File: config.mk
export PLATFORM = sky130hd
export DESIGN_NAME = iommu_request_processing
export DESIGN_NICKNAME = d
export VERILOG_FILES = /design/src/core/iommu_req_pkg.sv /design/src/core/iommu_request_processing.sv
export SDC_FILE = /design/constraint.sdc
export NUM_CORES = 1
export LEC_CHECK = 0
export BUFFER_PORTS_ARGS = -buffer_cell sky130_fd_sc_hd__buf_2
export CAP_MARGIN = 40
export CORE_MARGIN = 8
export CORE_UTILIZATION = 34
export CTS_CLUSTER_SIZE = 10
export DETAILED_ROUTE_END_ITERATION = 12
export PLACE_DENSITY_LB_ADDON = 0.25
export SETUP_SLACK_MARGIN = 0.4
export SLEW_MARGIN = 0
export SYNTH_ARGS = -nofsm -noshare
export SYNTH_HDL_FRONTEND = slang
export SYNTH_SLANG_ARGS = --single-unit
export TNS_END_PERCENT = 1
File: constraint.sdc
create_clock -name pclk -period 7.5 [get_ports pclk]
set_input_delay 1.125 -clock pclk [delete_from_list [all_inputs] [get_ports pclk]]
set_output_delay 1.125 -clock pclk [all_outputs]
set_load 0.01 [all_outputs]
File: src/core/iommu_req_pkg.sv
// Functional notes
// head: type plus 3 reserved; tail: status plus 3
// status codes zero through eight as listed
// type codes: attach 1 through probe 5
// request posted, returned with status filled
// unparsable request returned with nothing written
// lowest page mask bit sets granularity
// domain range limits ids when offered
// input range limits mappings, else full 64-bit
// bypass: config bypass, bypass domain, legacy bypass
// bypass accesses allowed, identity translated
// driver zeroes head reserved, ignores tail reserved
// zero used length means failed request
// driver keeps addresses and domains in range
// success status written on success
// unknown type: nothing written, length zero
// head reserved ignored, tail reserved zeroed
// unattached non-bypass endpoints are blocked
// attach layout: domain, endpoint, flags, reserved
// domain ids unique; attach creates domain
// endpoint ids distinct, one slot each
// endpoint in one domain; domains isolated
// bypass flag creates bypass domain
// driver sets bypass flag consistently
// driver groups non-isolable endpoints, zero reserved
// reset leaves no endpoint attached
// config bypass field shows only 0 or 1
package iommu_req_pkg;
  localparam logic [11:0] ADDR_CTRL     = 12'h000;
  localparam logic [11:0] ADDR_FEAT     = 12'h004;
  localparam logic [11:0] ADDR_BYPASS   = 12'h008;
  localparam logic [11:0] ADDR_DOM_LO   = 12'h00C;
  localparam logic [11:0] ADDR_DOM_HI   = 12'h010;
  localparam logic [11:0] ADDR_REQ_HEAD = 12'h014;
  localparam logic [11:0] ADDR_REQ_DOM  = 12'h018;
  localparam logic [11:0] ADDR_REQ_EP   = 12'h01C;
  localparam logic [11:0] ADDR_REQ_FLG  = 12'h020;
  localparam logic [11:0] ADDR_REQ_RSV  = 12'h024;
  localparam logic [11:0] ADDR_REQ_LEN  = 12'h028;
  localparam logic [11:0] ADDR_RESP     = 12'h02C;
  localparam logic [11:0] ADDR_PGMASK   = 12'h030;
  localparam logic [11:0] ADDR_XL_EP    = 12'h034;
  localparam logic [11:0] ADDR_XL_RES   = 12'h038;
  localparam int FEAT_INPUT_RANGE  = 0;
  localparam int FEAT_DOMAIN_RANGE = 1;
  localparam int FEAT_BYPASS       = 3;
  localparam int FEAT_BYPASS_CFG   = 6;
  localparam logic [7:0] T_ATTACH = 8'h01;
  localparam logic [7:0] T_DETACH = 8'h02;
  localparam logic [7:0] T_MAP    = 8'h03;
  localparam logic [7:0] T_UNMAP  = 8'h04;
  localparam logic [7:0] T_PROBE  = 8'h05;
  localparam logic [7:0] S_OK     = 8'h00;
  localparam logic [7:0] S_IOERR  = 8'h01;
  localparam logic [7:0] S_UNSUPP = 8'h02;
  localparam logic [7:0] S_DEVERR = 8'h03;
  localparam logic [7:0] S_INVAL  = 8'h04;
  localparam logic [7:0] S_RANGE  = 8'h05;
  localparam logic [7:0] S_NOENT  = 8'h06;
  localparam logic [7:0] S_FAULT  = 8'h07;
  localparam logic [7:0] S_NOMEM  = 8'h08;
  localparam logic [31:0] ATTACH_LEN   = 32'h00000014;
  localparam logic [31:0] TAIL_LEN     = 32'h00000004;
  localparam int          ATTACH_F_BYP = 0;
  localparam logic [7:0]  BYPASS_RST   = 8'h00;
  localparam logic [63:0] PGMASK_RST   = 64'h0000000000001000;
endpackage

File: src/core/iommu_request_processing.sv
`timescale 1ns/1ps
module iommu_request_processing
#(
  parameter int EP_COUNT  = 8,
  parameter int DOM_SLOTS = 4
)(
  // apb
  input  wire logic        pclk,
  input  wire logic        presetn,
  input  wire logic        psel,
  input  wire logic        penable,
  input  wire logic        pwrite,
  input  wire logic [11:0] paddr,
  input  wire logic [31:0] pwdata,
  output logic [31:0]      prdata,
  output logic             pready,
  output logic             pslverr,
  // completion
  output logic             req_done,
  // access check
  input  wire logic        acc_valid,
  input  wire logic [31:0] acc_ep,
  input  wire logic [63:0] acc_addr,
  output logic             acc_allow,
  output logic             acc_bypass,
  output logic [63:0]      acc_out_addr
);
  import iommu_req_pkg::*;

  localparam int EPW = $clog2(EP_COUNT);
  localparam int DSW = $clog2(DOM_SLOTS);

  ////////////////////////////////////////////////////////////////////////////
  // state
  logic [31:0] feat_reg;
  logic [7:0]  bypass_reg;
  logic [31:0] dom_lo_reg, dom_hi_reg;
  logic [31:0] head_reg, rdom_reg, rep_reg, rflg_reg, rrsv_reg, rlen_reg;
  logic [31:0] resp_reg;
  logic [31:0] xl_ep_reg;
  logic        done_reg;
  logic [EP_COUNT-1:0]  ep_att_reg;
  logic [DSW-1:0]       ep_slot_reg [EP_COUNT];
  logic [DOM_SLOTS-1:0] dom_used_reg;
  logic [DOM_SLOTS-1:0] dom_byp_reg;
  logic [31:0]          dom_id_reg [DOM_SLOTS];

  function automatic logic in_range(input logic [31:0] v, input logic [31:0] lo, input logic [31:0] hi);
    in_range = (v >= lo) && (v <= hi);
  endfunction

  // endpoint slot lookup: the id selects exactly one slot
  function automatic logic ep_ok(input logic [31:0] ep);
    ep_ok = ep < 32'(EP_COUNT);
  endfunction

  ////////////////////////////////////////////////////////////////////////////
  // decode
  wire wr_en = psel && penable && pwrite;
  wire rd_en = psel && penable && !pwrite;
  wire mapped = (paddr[1:0] == 2'b00) && (paddr <= ADDR_XL_RES);
  wire go = wr_en && (paddr == ADDR_CTRL) && pwdata[0];
  wire [7:0] req_type = head_reg[7:0];
  wire dom_chk = !feat_reg[FEAT_DOMAIN_RANGE] || in_range(rdom_reg, dom_lo_reg, dom_hi_reg);
  wire [EPW-1:0] rep_idx = rep_reg[EPW-1:0];
  wire want_byp = rflg_reg[ATTACH_F_BYP];

  logic [DOM_SLOTS-1:0] hit_vec;
  logic                 free_ok;
  logic [DSW-1:0]       hit_idx, free_idx;
  always_comb
  begin
    hit_idx  = '0;
    free_idx = '0;
    free_ok  = 1'b0;
    for (int i = 0; i < DOM_SLOTS; i++)
    begin
      hit_vec[i] = dom_used_reg[i] && (dom_id_reg[i] == rdom_reg);
      if (hit_vec[i])
        hit_idx = DSW'(i);
    end
    for (int i = DOM_SLOTS - 1; i >= 0; i--)
    begin
      if (!dom_used_reg[i])
      begin
        free_ok  = 1'b1;
        free_idx = DSW'(i);
      end
    end
  end
  wire dom_hit = |hit_vec;
  wire [DSW-1:0] tgt_idx = dom_hit ? hit_idx : free_idx;

  // attach outcome
  logic [7:0] att_status;
  always_comb
  begin
    if (rrsv_reg != 32'h0 || rflg_reg[31:1] != 31'h0)
      att_status = S_INVAL;
    else if (!dom_chk)
      att_status = S_RANGE;
    else if (!ep_ok(rep_reg))
      att_status = S_NOENT;
    else if (want_byp && !feat_reg[FEAT_BYPASS_CFG])
      att_status = S_INVAL;
    else if (dom_hit && (dom_byp_reg[hit_idx] != want_byp))
      att_status = S_INVAL;
    else if (!dom_hit && !free_ok)
      att_status = S_NOMEM;
    else
      att_status = S_OK;
  end

  // unparsable or unknown: no write, zero used length
  wire too_short = rlen_reg < TAIL_LEN + 32'h4 || (req_type == T_ATTACH && rlen_reg < ATTACH_LEN);
  wire known = (req_type == T_ATTACH);
  wire do_att = go && !too_short && known && att_status == S_OK;

  // used length in [31:8], status in [7:0]
  wire [31:0] resp_next = (too_short || !known) ? 32'h0 :
                          {rlen_reg[23:0], att_status};

  ////////////////////////////////////////////////////////////////////////////
  // registers
  always_ff @(posedge pclk or negedge presetn)
  begin
    if (!presetn)
    begin
      feat_reg   <= '0;
      bypass_reg <= BYPASS_RST;
      dom_lo_reg <= '0;
      dom_hi_reg <= '1;
      head_reg   <= '0;
      rdom_reg   <= '0;
      rep_reg    <= '0;
      rflg_reg   <= '0;
      rrsv_reg   <= '0;
      rlen_reg   <= '0;
      xl_ep_reg  <= '0;
    end
    else if (wr_en)
    begin
      case (paddr)
        ADDR_FEAT:     feat_reg   <= pwdata;
        ADDR_BYPASS:   bypass_reg <= {7'h0, pwdata[0]};
        ADDR_DOM_LO:   dom_lo_reg <= pwdata;
        ADDR_DOM_HI:   dom_hi_reg <= pwdata;
        ADDR_REQ_HEAD: head_reg   <= pwdata;
        ADDR_REQ_DOM:  rdom_reg   <= pwdata;
        ADDR_REQ_EP:   rep_reg    <= pwdata;
        ADDR_REQ_FLG:  rflg_reg   <= pwdata;
        ADDR_REQ_RSV:  rrsv_reg   <= pwdata;
        ADDR_REQ_LEN:  rlen_reg   <= pwdata;
        ADDR_XL_EP:    xl_ep_reg  <= pwdata;
        default:       ;
      endcase
    end
  end

  always_ff @(posedge pclk or negedge presetn)
  begin
    if (!presetn)
    begin
      resp_reg <= '0;
      done_reg <= 1'b0;
    end
    else
    begin
      done_reg <= go;
      if (go)
        resp_reg <= resp_next;
    end
  end

  // attach table; moving an endpoint detaches it from its old domain
  always_ff @(posedge pclk or negedge presetn)
  begin
    if (!presetn)
    begin
      ep_att_reg   <= '0;
      dom_used_reg <= '0;
      dom_byp_reg  <= '0;
      for (int i = 0; i < EP_COUNT; i++)
        ep_slot_reg[i] <= '0;
      for (int i = 0; i < DOM_SLOTS; i++)
        dom_id_reg[i] <= '0;
    end
    else if (do_att)
    begin
      ep_att_reg[rep_idx] <= 1'b1;
      if (dom_hit)
        ep_slot_reg[rep_idx] <= hit_idx;
      else
      begin
        ep_slot_reg[rep_idx]   <= free_idx;
        dom_used_reg[free_idx] <= 1'b1;
        dom_byp_reg[free_idx]  <= want_byp;
        dom_id_reg[free_idx]   <= rdom_reg;
      end
    end
  end

  ////////////////////////////////////////////////////////////////////////////
  // access path; mapping tables live outside, so attached non-bypass is refused here
  wire [EPW-1:0] a_idx = acc_ep[EPW-1:0];
  wire a_att = ep_ok(acc_ep) && ep_att_reg[a_idx];
  wire a_byp = ep_ok(acc_ep) &&
               ((feat_reg[FEAT_BYPASS_CFG] && bypass_reg[0] && !a_att) ||
                (a_att && dom_byp_reg[ep_slot_reg[a_idx]]) ||
                (feat_reg[FEAT_BYPASS] && !a_att));
  wire a_allow = acc_valid && a_byp;

  always_ff @(posedge pclk or negedge presetn)
  begin
    if (!presetn)
    begin
      acc_allow    <= 1'b0;
      acc_bypass   <= 1'b0;
      acc_out_addr <= '0;
    end
    else
    begin
      acc_allow    <= a_allow;
      acc_bypass   <= acc_valid && a_byp;
      acc_out_addr <= a_allow ? acc_addr : 64'h0;
    end
  end

  ////////////////////////////////////////////////////////////////////////////
  // read mux
  wire [EPW-1:0] x_idx = xl_ep_reg[EPW-1:0];
  wire x_att = ep_ok(xl_ep_reg) && ep_att_reg[x_idx];
  logic [31:0] rd_mux;
  always_comb
  begin
    case (paddr)
      ADDR_FEAT:     rd_mux = feat_reg;
      ADDR_BYPASS:   rd_mux = {24'h0, bypass_reg};
      ADDR_DOM_LO:   rd_mux = dom_lo_reg;
      ADDR_DOM_HI:   rd_mux = dom_hi_reg;
      ADDR_REQ_HEAD: rd_mux = head_reg;
      ADDR_REQ_DOM:  rd_mux = rdom_reg;
      ADDR_REQ_EP:   rd_mux = rep_reg;
      ADDR_REQ_FLG:  rd_mux = rflg_reg;
      ADDR_REQ_RSV:  rd_mux = rrsv_reg;
      ADDR_REQ_LEN:  rd_mux = rlen_reg;
      ADDR_RESP:     rd_mux = resp_reg;
      ADDR_PGMASK:   rd_mux = PGMASK_RST[31:0];
      ADDR_XL_EP:    rd_mux = xl_ep_reg;
      ADDR_XL_RES:   rd_mux = {30'h0, x_att, dom_byp_reg[ep_slot_reg[x_idx]] & x_att};
      default:       rd_mux = 32'h0;
    endcase
  end

  always_ff @(posedge pclk or negedge presetn)
  begin
    if (!presetn)
      prdata <= '0;
    else if (psel && !penable && !pwrite)
      prdata <= rd_mux;
  end

  assign pready   = 1'b1;
  assign pslverr  = psel && penable && !mapped;
  assign req_done = done_reg;

  ////////////////////////////////////////////////////////////////////////////
  // checks
  property p_unknown_silent;
    @(posedge pclk) disable iff (!presetn)
    (go && !known) |=> (resp_reg == 32'h0 && done_reg);
  endproperty
  a_unknown_silent: assert property (p_unknown_silent) else $error("unknown type wrote response");

  property p_short_silent;
    @(posedge pclk) disable iff (!presetn)
    (go && too_short) |=> (resp_reg == 32'h0);
  endproperty
  a_short_silent: assert property (p_short_silent) else $error("short request wrote response");

  property p_ok_attaches;
    @(posedge pclk) disable iff (!presetn)
    do_att |=> ep_att_reg[$past(rep_idx)] && resp_reg[7:0] == S_OK;
  endproperty
  a_ok_attaches: assert property (p_ok_attaches) else $error("attach not recorded");

  property p_status_range;
    @(posedge pclk) disable iff (!presetn)
    done_reg |-> resp_reg[7:0] <= S_NOMEM;
  endproperty
  a_status_range: assert property (p_status_range) else $error("status code out of set");

  property p_bypass_field;
    @(posedge pclk) disable iff (!presetn)
    bypass_reg[7:1] == 7'h0;
  endproperty
  a_bypass_field: assert property (p_bypass_field) else $error("bypass field not 0 or 1");

  property p_block_unatt;
    @(posedge pclk) disable iff (!presetn)
    (acc_valid && !a_byp) |=> !acc_allow;
  endproperty
  a_block_unatt: assert property (p_block_unatt) else $error("non-bypass access allowed");

  property p_identity;
    @(posedge pclk) disable iff (!presetn)
    (acc_valid && a_byp) |=> acc_allow && acc_out_addr == $past(acc_addr);
  endproperty
  a_identity: assert property (p_identity) else $error("bypass not identity");

  property p_dom_range;
    @(posedge pclk) disable iff (!presetn)
    (go && known && feat_reg[FEAT_DOMAIN_RANGE] && !in_range(rdom_reg, dom_lo_reg, dom_hi_reg)) |=> !$past(do_att);
  endproperty
  a_dom_range: assert property (p_dom_range) else $error("out of range domain attached");

  property p_done_pulse;
    @(posedge pclk) disable iff (!presetn)
    go |=> done_reg;
  endproperty
  a_done_pulse: assert property (p_done_pulse) else $error("request not returned");

  property p_done_only;
    @(posedge pclk) disable iff (!presetn)
    done_reg |-> $past(go);
  endproperty
  a_done_only: assert property (p_done_only) else $error("completion without request");

  // software may poll the response at any time between requests
  property p_resp_hold;
    @(posedge pclk) disable iff (!presetn)
    !go |=> $stable(resp_reg);
  endproperty
  a_resp_hold: assert property (p_resp_hold) else $error("response changed without request");

  property p_resv_inval;
    @(posedge pclk) disable iff (!presetn)
    (go && known && !too_short && rrsv_reg != 32'h0) |=> resp_reg[7:0] == S_INVAL;
  endproperty
  a_resv_inval: assert property (p_resv_inval) else $error("reserved word not refused");

  property p_noent;
    @(posedge pclk) disable iff (!presetn)
    (go && known && !too_short && rrsv_reg == 32'h0 && rflg_reg[31:1] == 31'h0 && dom_chk && !ep_ok(rep_reg))
      |=> resp_reg[7:0] == S_NOENT;
  endproperty
  a_noent: assert property (p_noent) else $error("missing endpoint not reported");

  // no disable here: the table must be empty while reset is held
  property p_reset_clear;
    @(posedge pclk)
    !presetn |-> (ep_att_reg == '0 && dom_used_reg == '0);
  endproperty
  a_reset_clear: assert property (p_reset_clear) else $error("attachment survived reset");

  property p_byp_dom_mode;
    @(posedge pclk) disable iff (!presetn)
    (acc_valid && a_att && dom_byp_reg[ep_slot_reg[a_idx]]) |=> acc_bypass && acc_allow;
  endproperty
  a_byp_dom_mode: assert property (p_byp_dom_mode) else $error("bypass domain member not in bypass");

  property p_att_move;
    @(posedge pclk) disable iff (!presetn)
    do_att |=> ep_slot_reg[$past(rep_idx)] == $past(tgt_idx);
  endproperty
  a_att_move: assert property (p_att_move) else $error("endpoint not moved to domain");

  property p_new_dom;
    @(posedge pclk) disable iff (!presetn)
    (do_att && !dom_hit) |=> dom_used_reg[$past(free_idx)] && dom_id_reg[$past(free_idx)] == $past(rdom_reg);
  endproperty
  a_new_dom: assert property (p_new_dom) else $error("domain not created");

  property p_out_zero;
    @(posedge pclk) disable iff (!presetn)
    (acc_valid && !a_byp) |=> acc_out_addr == 64'h0;
  endproperty
  a_out_zero: assert property (p_out_zero) else $error("blocked access leaked address");

  property p_cfg_needed;
    @(posedge pclk) disable iff (!presetn)
    (go && known && !too_short && want_byp && !feat_reg[FEAT_BYPASS_CFG]) |=> resp_reg[7:0] != S_OK;
  endproperty
  a_cfg_needed: assert property (p_cfg_needed) else $error("bypass domain without feature");
endmodule

# --- Yosys cells after proc, flatten, opt, wreduce, memory -nomap -nowiden ---
# Cells that the tools add are included.
totals:
  ff_bits: 611
  input_bits: 146
  out_inout_bits: 101
  elab_cells: 197
op_classes:
  magnitude_cmp: 23
  eq_ne: 20
  mux: 49
  n_bitwise: 8
  n_reduce_logical: 66
ops:
  columns: ["op", "n"]
  rows:
  - ["$pmux W32 S14", 1]
  - ["$bwmux W128", 1]
  - ["$eq A32 B32 Y1", 4]
  - ["$lt A32 B4 Y1 const B", 4]
  - ["$eq A12 B6 Y1 const B", 7]
  - ["$demux W32 S2", 1]
  - ["$mux W32", 2]
  - ["$mux W64", 1]
  - ["$eq A12 B5 Y1 const B", 4]
  - ["$bwmux W16", 2]
  - ["$ge A32 B32 Y1", 1]
  - ["$le A32 B32 Y1", 1]
  - ["$logic_and A1 B1 Y1", 32]
  - ["$lt A32 B5 Y1 const B", 1]
  - ["$reduce_bool A32 Y1", 1]
  - ["$reduce_bool A31 Y1", 1]
  - ["$eq A12 B4 Y1 const B", 2]
  - ["$mux W4", 6]
  - ["$reduce_and A2 Y1", 12]
  - ["$mux W2", 11]
  - ["$mux W16", 1]
  - ["$bmux W2 S3", 2]
  - ["$eq A12 B3 Y1 const B", 1]
  - ["$ge A4 B4 Y1 const B", 3]
  - ["29 further kinds", 64]

# --- Depth between registers and ports, before layout ---
# Gate-level depths: netlist of the first run.
depth:
  ltp_word: 17
  mapped_depth: 14
  depth_no_buf: 11

# --- Least setup slack after synthesis of the first run ---
# OpenSTA, ideal clock, no wires.
synth_timing:
  path_type: "input-to-reg"
  startpoint: "in paddr[1]"
  endpoint: "reg dom_id_reg[10] (netlist name)"
  arrival_ns: 3.853
  required_time_ns: 7.375
  path_slack_ns: 3.521
  path_stages: 11
  n_path_buf: 2
  cell_sequence: "nor4_2 nand2_1 nor3_1 nand3_1 nor2_1 nand2b_1 a211o_1 or4_1 buf_2 buf_6 mux2_4"
synth_via:
  elab_chain_len: 7
synth_lines:
  columns: ["element", "line_no", "rtl"]
  rows:
  - ["from (decl)", "iommu_request_processing.sv:13", "input wire logic [11:0] paddr,"]
  - ["$logic_not A12 Y1", "iommu_request_processing.sv:62", "wire go = wr_en && (paddr == ADDR_CTRL) && pwdata[0];"]
  - ["$logic_and A1 B1 Y1 (2 in series)", "iommu_request_processing.sv:62", null]
  - ["$logic_and A1 B1 Y1 (3 in series)", "iommu_request_processing.sv:117", "wire do_att = go && !too_short && known && att_status == S_OK;"]
  - ["$reduce_and A2 Y1 (no source line)", null, null]
  - ["to (signal, indexed assignment)", "iommu_request_processing.sv:198", "dom_id_reg[free_idx] <= rdom_reg;"]
  - ["to (decl)", "iommu_request_processing.sv:46", "logic [31:0] dom_id_reg [DOM_SLOTS];"]
# No other way between the ends.
# A chain may end at the register's enable or synchronous reset.

# --- Worst setup path after layout of the first run ---
layout_timing:
  startpoint: "reg rrsv_reg[7]"
  endpoint: "reg dom_id_reg[19] (netlist name)"
layout_via:
  elab_chain_len: 6
layout_lines:
  columns: ["element", "line_no", "rtl"]
  rows:
  - ["from (decl)", "iommu_request_processing.sv:38", "logic [31:0] head_reg, rdom_reg, rep_reg, rflg_reg, rrsv_reg, rlen_reg;"]
  - ["from (signal assigned)", "iommu_request_processing.sv:152", "ADDR_REQ_RSV: rrsv_reg <= pwdata;"]
  - ["$reduce_bool A32 Y1", "iommu_request_processing.sv:98", "if (rrsv_reg != 32'h0 || rflg_reg[31:1] != 31'h0)"]
  - ["$logic_or A1 B1 Y1", "iommu_request_processing.sv:98", null]
  - ["$mux W4", "iommu_request_processing.sv:98", null]
  - ["$logic_not A8 Y1", "iommu_request_processing.sv:117", null]
  - ["$logic_and A1 B1 Y1", "iommu_request_processing.sv:117", null]
  - ["$reduce_and A2 Y1 (no source line)", null, null]
# No other way between the ends.

==> reports/summary.txt, run 1 <==
status -> finished clean
Die X -> 305.3 um
row count -> 106
initial DRC count -> 1419
met1 Resource Use GR -> 24.92%
busiest grt layer -> met2
antenna violations before repair -> 1
largest cells by area after synthesis -> dfrtp_1 51%, mux2_2 14%, mux2_4 3.1%, dfstp_2 3.0%, ha_1 2.8%
Initial DRT Pass Iterations -> 8
Root Driver -> clkbuf_16
Synth Area in Adders -> 2.813%
reg2reg setup slack -> 2390 ps
hold crit path type -> reg2reg
pre-CTS WS -> 2427 ps
post-CTS sizing -> 0
WS Path Type -> reg2reg
crit start category -> flip-flop
RSZ-0062 raised after global routing -> no
Post-synth top flop -> dfrtp_1
syn_nets -> 2459
final period utilization -> 68.09%
CP Buf/Inv Count -> 1
die area -> 93230 um^2
post-synthesis mux area share -> 18.67%
max reg flops -> 128
f_max -> 0.1958 GHz
CTS tree -> built
largest family of logic cells by synthesized area -> multiplexers
Setup crit end kind -> flip-flop
Worst path top cell family by delay -> simple AND/OR/NAND/NOR gates
vias in the first global route -> 20930
CP Max Fanout -> 19
final WL -> 88730 um
synthesis warning total -> 0
Cell Pwr Density -> 209.7 nW/um^2
Avg Cell Area, Syn -> 12.66 um^2
IO Port Bufs -> 245
total track usage -> 18.54%
DR WL/cell -> 24.83 um
commonest cells in the netlist -> 575 x dfrtp_1, 359 x mux2_2, 135 x clkbuf_1, 89 x xor2_1, 69 x nor4_1
DRC -> 0
RePlAce Congestion -> 0.8662
CP arrival -> 5600 ps
Cell Area, Synth -> 28460 um^2
Slew Viols, Final -> 0
Synth Register Bits -> 607
Filler cells -> 7825
sequential fraction of the synthesis area -> 53.51%
final hold violations -> 0
Worst VDD drop -> 177.4 uV
endpoints failing setup -> 0
Critical Path, Cell by Cell -> nor4_1, nand4_1, nor4_1, o21ai_1, nand2b_1, nand2b_1, a211o_1, or4_2, buf_16, mux2_4
cell depth of the worst flop-to-flop path -> 10
final hold slack -> 488.9 ps
Post-synth EDFFs -> 0
Pleak -> 16.50 nW
Synth async-reset ratio -> 100.0%
Worst path depth -> 10
met3 usage -> 3.546%
capture point of the worst path -> dom_id_reg[19]$_DFFE_PN0P_
Post-Layout Cell Count -> 3574
Worst Setup SP -> rrsv_reg[7]$_DFFE_PN0P_
# Post-CTS Setup Buffers -> 0
hold buffers post-CTS -> 0
Ports -> 247
final core utilization -> 39.74%
area leader, netlist -> dfrtp_1
via/cell ratio -> 5.518
distinct cell type count after synthesis -> 63
pin count of the biggest net entering global routing -> 149
Final #Nets -> 2646
htree depth -> 3
vias -> 19720
GRT overflow -> 0
Yosys top cell area share -> 50.55%
Final HPWL DP -> 61470 um
relative slew slack -> 35.27%
DRT antenna net count -> 0
clk_lat worst skew -> 630 ps
max-cap viol count -> 0
Cells after Synth -> 2249
clock period minus worst slack -> 5107 ps
XOR/XNOR Fraction of Synth Area -> 3.939%
worst r2r src -> rrsv_reg[7]$_DFFE_PN0P_
slowest CP cell -> or4_2
Placed Cells -> 3440
core footprint -> 83290 um^2
Die Y -> 305.3 um
first-pass GRT wire length -> 135300 um
Least-Margin Pin Slew -> 962.1 ps
CTS buffer count -> 74
clk slew on worst S/H paths -> 60 ps
Setup Skew -> 37.57 ps
Setup WS post-layout -> 2393 ps
Clock Tree Buf Depth -> 3
grt met2 use -> 30.31%
Post-Synth Simple-Gate Area -> 8.190%
CP max stage delay -> 1010 ps
clock sinks -> 607
post-synthesis compound-gate area fraction -> 9.130%
Setup TNS Final -> 0 ps
R2R Path End -> dom_id_reg[19]$_DFFE_PN0P_
Starting Density -> 34.17%
Area Growth Syn to Fin -> 16.29%
Critical Path RT -> 7990 ps
share of layout cells above drive strength 1 -> 35.58%
top-count cell post-synth -> dfrtp_1
cells by family after synthesis:
| family | Yosys count |
|---|---|
| flip-flops | 607 |
| multiplexers | 441 |
| AND/OR/NAND/NOR | 415 |
| AO/OA/AOI/OAI | 340 |
| buffers and inverters | 253 |
| XOR/XNOR | 128 |
| adder cells (fa/ha/maj) | 64 |
| other | 1 |
routing by layer:
metal | routed length, um | vias to the layer above
met5 | 0 | -
met2 | 42000 | 674
met4 | 2565 | 0
met3 | 5273 | 148
met1 | 38890 | 10260
li1 | - | 8639
power by group:
part,internal (mW),switching [mW]
sequential,3.31,0.0189
combinational,0.0781,0.171
clock,1.94,1.43
total,5.32,1.62
how the worst min path moves through the flow:
stage,startpoint,endpoint,slack [ps],cells past startpoint
2_1_floorplan,resp_reg[2]$_DFFE_PN0P_,resp_reg[2]$_DFFE_PN0P_,440,2
3_3_place_gp,ep_att_reg[6]$_DFFE_PN0P_,ep_att_reg[6]$_DFFE_PN0P_,470,1
3_5_place_dp,ep_att_reg[6]$_DFFE_PN0P_,ep_att_reg[6]$_DFFE_PN0P_,480,1
4_1_cts,ep_att_reg[6]$_DFFE_PN0P_,ep_att_reg[6]$_DFFE_PN0P_,490,1
5_1_grt,prdata[22]$_DFFE_PN0P_,prdata[22]$_DFFE_PN0P_,500,1
6_report,prdata[12]$_DFFE_PN0P_,prdata[12]$_DFFE_PN0P_,490,1
layout make-up:
cell class | count | area (um^2) | share of cell area (%)
Clock inverter | 11 | 156.4 | 0.4725
Sequential cell | 607 | 15230 | 46.01
Timing Repair Buffer | 295 | 1719 | 5.194
Inverter | 69 | 259.0 | 0.7825
Tap cell | 1080 | 1351 | 4.083
Multi-Input combinational cell | 1389 | 12270 | 37.07
Clock buffer | 122 | 2112 | 6.381
Antenna cell | 1 | 2.502 | 0.007560
cell usage in the layout (no fill, tap or decap), types with 35 or more instances in the layout:
master,n
a221oi_1,37
a222oi_1,35
a22o_1,61
a22oi_1,48
and2_1,64
buf_2,245
buf_4,41
clkbuf_1,40
clkbuf_16,74
dfrtp_1,575
ha_1,64
inv_1,68
mux2_2,359
mux2_4,59
nand2_1,59
nand4_1,45
nor2_1,44
nor4_1,66
o21ai_0,48
xnor2_1,39
xor2_1,89
metrics by stage:
step,total power [mW],cell area [um^2]
3_5_place_dp,3.641,30830
4_1_cts,7.037,33100
6_report,6.943,33100
5_1_grt,7.198,33100
3_3_place_gp,3.634,30700
2_1_floorplan,3.457,28460
(Power assumes the default switching activity.)
==> run 2: changes to the inputs <==
ABC_AREA = 1   (was default)
clock period = 5.2 ns   (was 7.5 ns; I/O delays follow)
==> run 2 against run 1 <==
Critical path depth grew 2. Total power up 52%. Clock power is 63% higher. Highest routed layer unchanged.
==> reports/summary.txt, run 2 <==
relative slew slack -> 39.98% (was 35.27%)
clk slew on worst S/H paths -> 60 ps (about the same)
Area Growth Syn to Fin -> 16.04% (was 16.29%)
sequential fraction of the synthesis area -> 49.37% (was 53.51%)
Setup Skew -> 37.74 ps (was 37.57 ps)
Final #Nets -> 4309 (was 2646)
CTS buffer count -> 78 (was 74)
core footprint -> 90010 um^2 (was 83290 um^2)
die area -> 100600 um^2 (was 93230 um^2)
Yosys top cell area share -> 46.64% (was 50.55%)
slowest CP cell -> nor4_1 (was or4_2)
Starting Density -> 34.27% (was 34.17%)
busiest grt layer -> met2 (unchanged)
crit start category -> flip-flop (unchanged)
DRT antenna net count -> 0 (unchanged)
Slew Viols, Final -> 0 (unchanged)
first-pass GRT wire length -> 171000 um (was 135300 um)
clk_lat worst skew -> 670 ps (was 630 ps)
Worst path top cell family by delay -> simple AND/OR/NAND/NOR gates (unchanged)
syn_nets -> 4112 (was 2459)
Least-Margin Pin Slew -> 893.5 ps (was 962.1 ps)
worst r2r src -> rep_reg[19]$_DFFE_PN0P_ (was rrsv_reg[7]$_DFFE_PN0P_)
WS Path Type -> reg2reg (unchanged)
via/cell ratio -> 5.200 (was 5.518)
synthesis warning total -> 0 (unchanged)
DRC -> 0 (unchanged)
vias in the first global route -> 26540 (was 20930)
endpoints failing setup -> 0 (unchanged)
met1 Resource Use GR -> 31.90% (was 24.92%)
Initial DRT Pass Iterations -> 5 (was 8)
ANT cells -> 0 (was 1)
f_max -> 0.2425 GHz (was 0.1958 GHz)
htree depth -> 3 (unchanged)
max-cap viol count -> 0 (unchanged)
commonest non-fill, non-tap cell in the layout -> nand2_1 (was dfrtp_1)
Root Driver -> clkbuf_16 (unchanged)
CP arrival -> 4690 ps (was 5600 ps)
Die Y -> 317.2 um (was 305.3 um)
RSZ-0062 raised after global routing -> no (unchanged)
CP Buf/Inv Count -> 1 (unchanged)
top-count cell post-synth -> nand2_1 (was dfrtp_1)
# Post-CTS Setup Buffers -> 0 (unchanged)
Final HPWL DP -> 82150 um (was 61470 um)
clock sinks -> 607 (unchanged)
Cell Area, Synth -> 30850 um^2 (was 28460 um^2)
final period utilization -> 79.29% (was 68.09%)
met3 usage -> 4.144% (was 3.546%)
status -> finished clean (unchanged)
total track usage -> 22.29% (was 18.54%)
Critical Path, Cell by Cell -> nor4_1, nand2_1, nor2_1, nand2_1, nor2_1, nand2_1, a21oi_2, nand4_4, nor2_8, buf_4, nand3_1, nand2_1 (was nor4_1, nand4_1, nor4_1, o21ai_1, nand2b_1, nand2b_1, a211o_1, or4_2, buf_16, mux2_4)
largest cells by area after synthesis -> dfrtp_1 47%, nand2_1 13%, inv_1 6.1%, o21ai_0 5.7%, nor2_1 4.1% (was dfrtp_1 51%, mux2_2 14%, mux2_4 3.1%, dfstp_2 3.0%, ha_1 2.8%)
antenna violations before repair -> 0 (was 1)
Cells after Synth -> 3902 (was 2249)
CP Max Fanout -> 34 (was 19)
Worst Setup SP -> rep_reg[19]$_DFFE_PN0P_ (was rrsv_reg[7]$_DFFE_PN0P_)
Pleak -> 18.84 nW (was 16.50 nW)
Synth async-reset ratio -> 100.0% (unchanged)
hold crit path type -> in2async (was reg2reg)
Worst VDD drop -> 236.2 uV (was 177.4 uV)
vias -> 27750 (was 19720)
hold buffers post-CTS -> 0 (unchanged)
pin count of the biggest net entering global routing -> 128 (was 149)
initial DRC count -> 2891 (was 1419)
Clock Tree Buf Depth -> 3 (unchanged)
Die X -> 317.2 um (was 305.3 um)
final hold violations -> 0 (unchanged)
Critical Path RT -> 5770 ps (was 7990 ps)
Cell Pwr Density -> 294.3 nW/um^2 (was 209.7 nW/um^2)
row count -> 110 (was 106)
GRT overflow -> 0 (unchanged)
distinct cell type count after synthesis -> 62 (was 63)
grt met2 use -> 34.13% (was 30.31%)
Setup TNS Final -> 0 ps (unchanged)
final WL -> 114000 um (was 88730 um)
CP max stage delay -> 670 ps (was 1010 ps)
Setup crit end kind -> flip-flop (unchanged)
Pwr Total -> 10.54 mW (was 6.943 mW)
Synth Register Bits -> 607 (unchanged)
cell repeated most along the worst path -> nand2_1
clock period minus worst slack -> 4123 ps (was 5107 ps)
CTS tree -> built (unchanged)
most frequent cells in the layout -> 1028 x nand2_1, 575 x dfrtp_1, 499 x inv_1, 352 x o21ai_0, 335 x nor2_1 (was 575 x dfrtp_1, 359 x mux2_2, 245 x buf_2, 89 x xor2_1, 74 x clkbuf_16)
IO Port Bufs -> 245 (unchanged)
Ports -> 247 (unchanged)
commonest cells in the netlist -> 1036 x nand2_1, 575 x dfrtp_1, 499 x inv_1, 352 x o21ai_0, 341 x nor2_1 (was 575 x dfrtp_1, 359 x mux2_2, 135 x clkbuf_1, 89 x xor2_1, 69 x nor4_1)
max reg flops -> 128 (unchanged)
post-CTS sizing -> 0 (unchanged)
RePlAce Congestion -> 0.9233 (was 0.8662)
share of layout cells above drive strength 1 -> 12.81% (was 35.58%)
Post-synth EDFFs -> 0 (unchanged)
DR WL/cell -> 21.37 um (was 24.83 um)
area leader, netlist -> dfrtp_1 (unchanged)
Post-synth top flop -> dfrtp_1 (unchanged)
Avg Cell Area, Syn -> 7.906 um^2 (was 12.66 um^2)
## run 2: changes by cell type after synthesis, moves of 115 or more
cell     before   now
nand2_1      59  1036
inv_1        68   499
mux2_2      359     1
o21ai_0      48   352
nor2_1       51   341
nand3_1      15   240
a21oi_1      22   137
## run 2: metrics by stage
stage	std cells	setup slack, ps	hold slack [ps]	util [%]	instance area [um^2]
floorplan	3902	2360	432.9	-	30850
global placement	5189	1080	455.4	36.79	33110
detailed placement	5195	1029	460.3	36.92	33230
CTS	5336	1167	173.6	39.77	35800
global route	5336	793.9	182.5	39.77	35800
finish	5336	1077	145.5	39.77	35800
## run 2: where the power goes
part           switching (mW)  internal [mW]
Sequential            0.00412           4.73
Clock                    2.21           3.27
Combinational           0.239         0.0757
## run 2: cells by family (layout without fill, tap and decap cells)
| kind of cell | Yosys count | in the layout | share of synthesized area (%) |
|---|---|---|---|
| XOR/XNOR | 51 | 51 | 1.545 |
| flip-flops | 607 | 607 | 49.37 |
| buffers and inverters | 720 | 978 | 9.539 |
| AO/OA/AOI/OAI | 674 | 674 | 12.35 |
| multiplexers | 4 | 4 | 0.1338 |
| adder cells (fa/ha/maj) | 64 | 64 | 2.596 |
| AND/OR/NAND/NOR | 1781 | 1781 | 24.46 |
| other | 1 | 1 | 0.01216 |
## run 2: final cells by class
class / count / area, um^2
tap: 1176 / 1471
clock inverter: 15 / 242.7
fill: 9366 / 54210
multi-input combinational: 2575 / 12720
clock buffer: 126 / 2325
sequential: 607 / 15230
inverter: 538 / 2022
timing repair buffer: 299 / 1789
## run 2: final timing paths
check / endpoint / slack [ps] / cells past startpoint
setup / recovery: dom_id_reg[34]$_DFFE_PN0P_ / 1080 / 12
hold / removal: rep_reg[27]$_DFFE_PN0P_ / 150 / 1
setup reg to reg: dom_id_reg[34]$_DFFE_PN0P_ / 1080 / 12
hold reg to reg: prdata[17]$_DFFE_PN0P_ / 470 / 1
max in group asynchronous: acc_out_addr[12]$_DFF_PN0_ / 3780 / 2
min in group pclk: acc_out_addr[26]$_DFF_PN0_ / 330 / 3
## run 2: worst reg2reg max path, cell delays in order, from the launching register on
cell and delay (ps):
dfrtp_1 400, nor4_1 670, nand2_1 120, nor2_1 480, nand2_1 280, nor2_1 210, nand2_1 90, a21oi_2 320
nand4_4 330, nor2_8 530, buf_4 400, nand3_1 110, nand2_1 100
## run 2: layer usage
metal,vias to the layer above,wire length [um]
met5,-,0
met1,13400,51210
met4,0,3344
met3,183,9525
met2,1186,49970
li1,12970,-
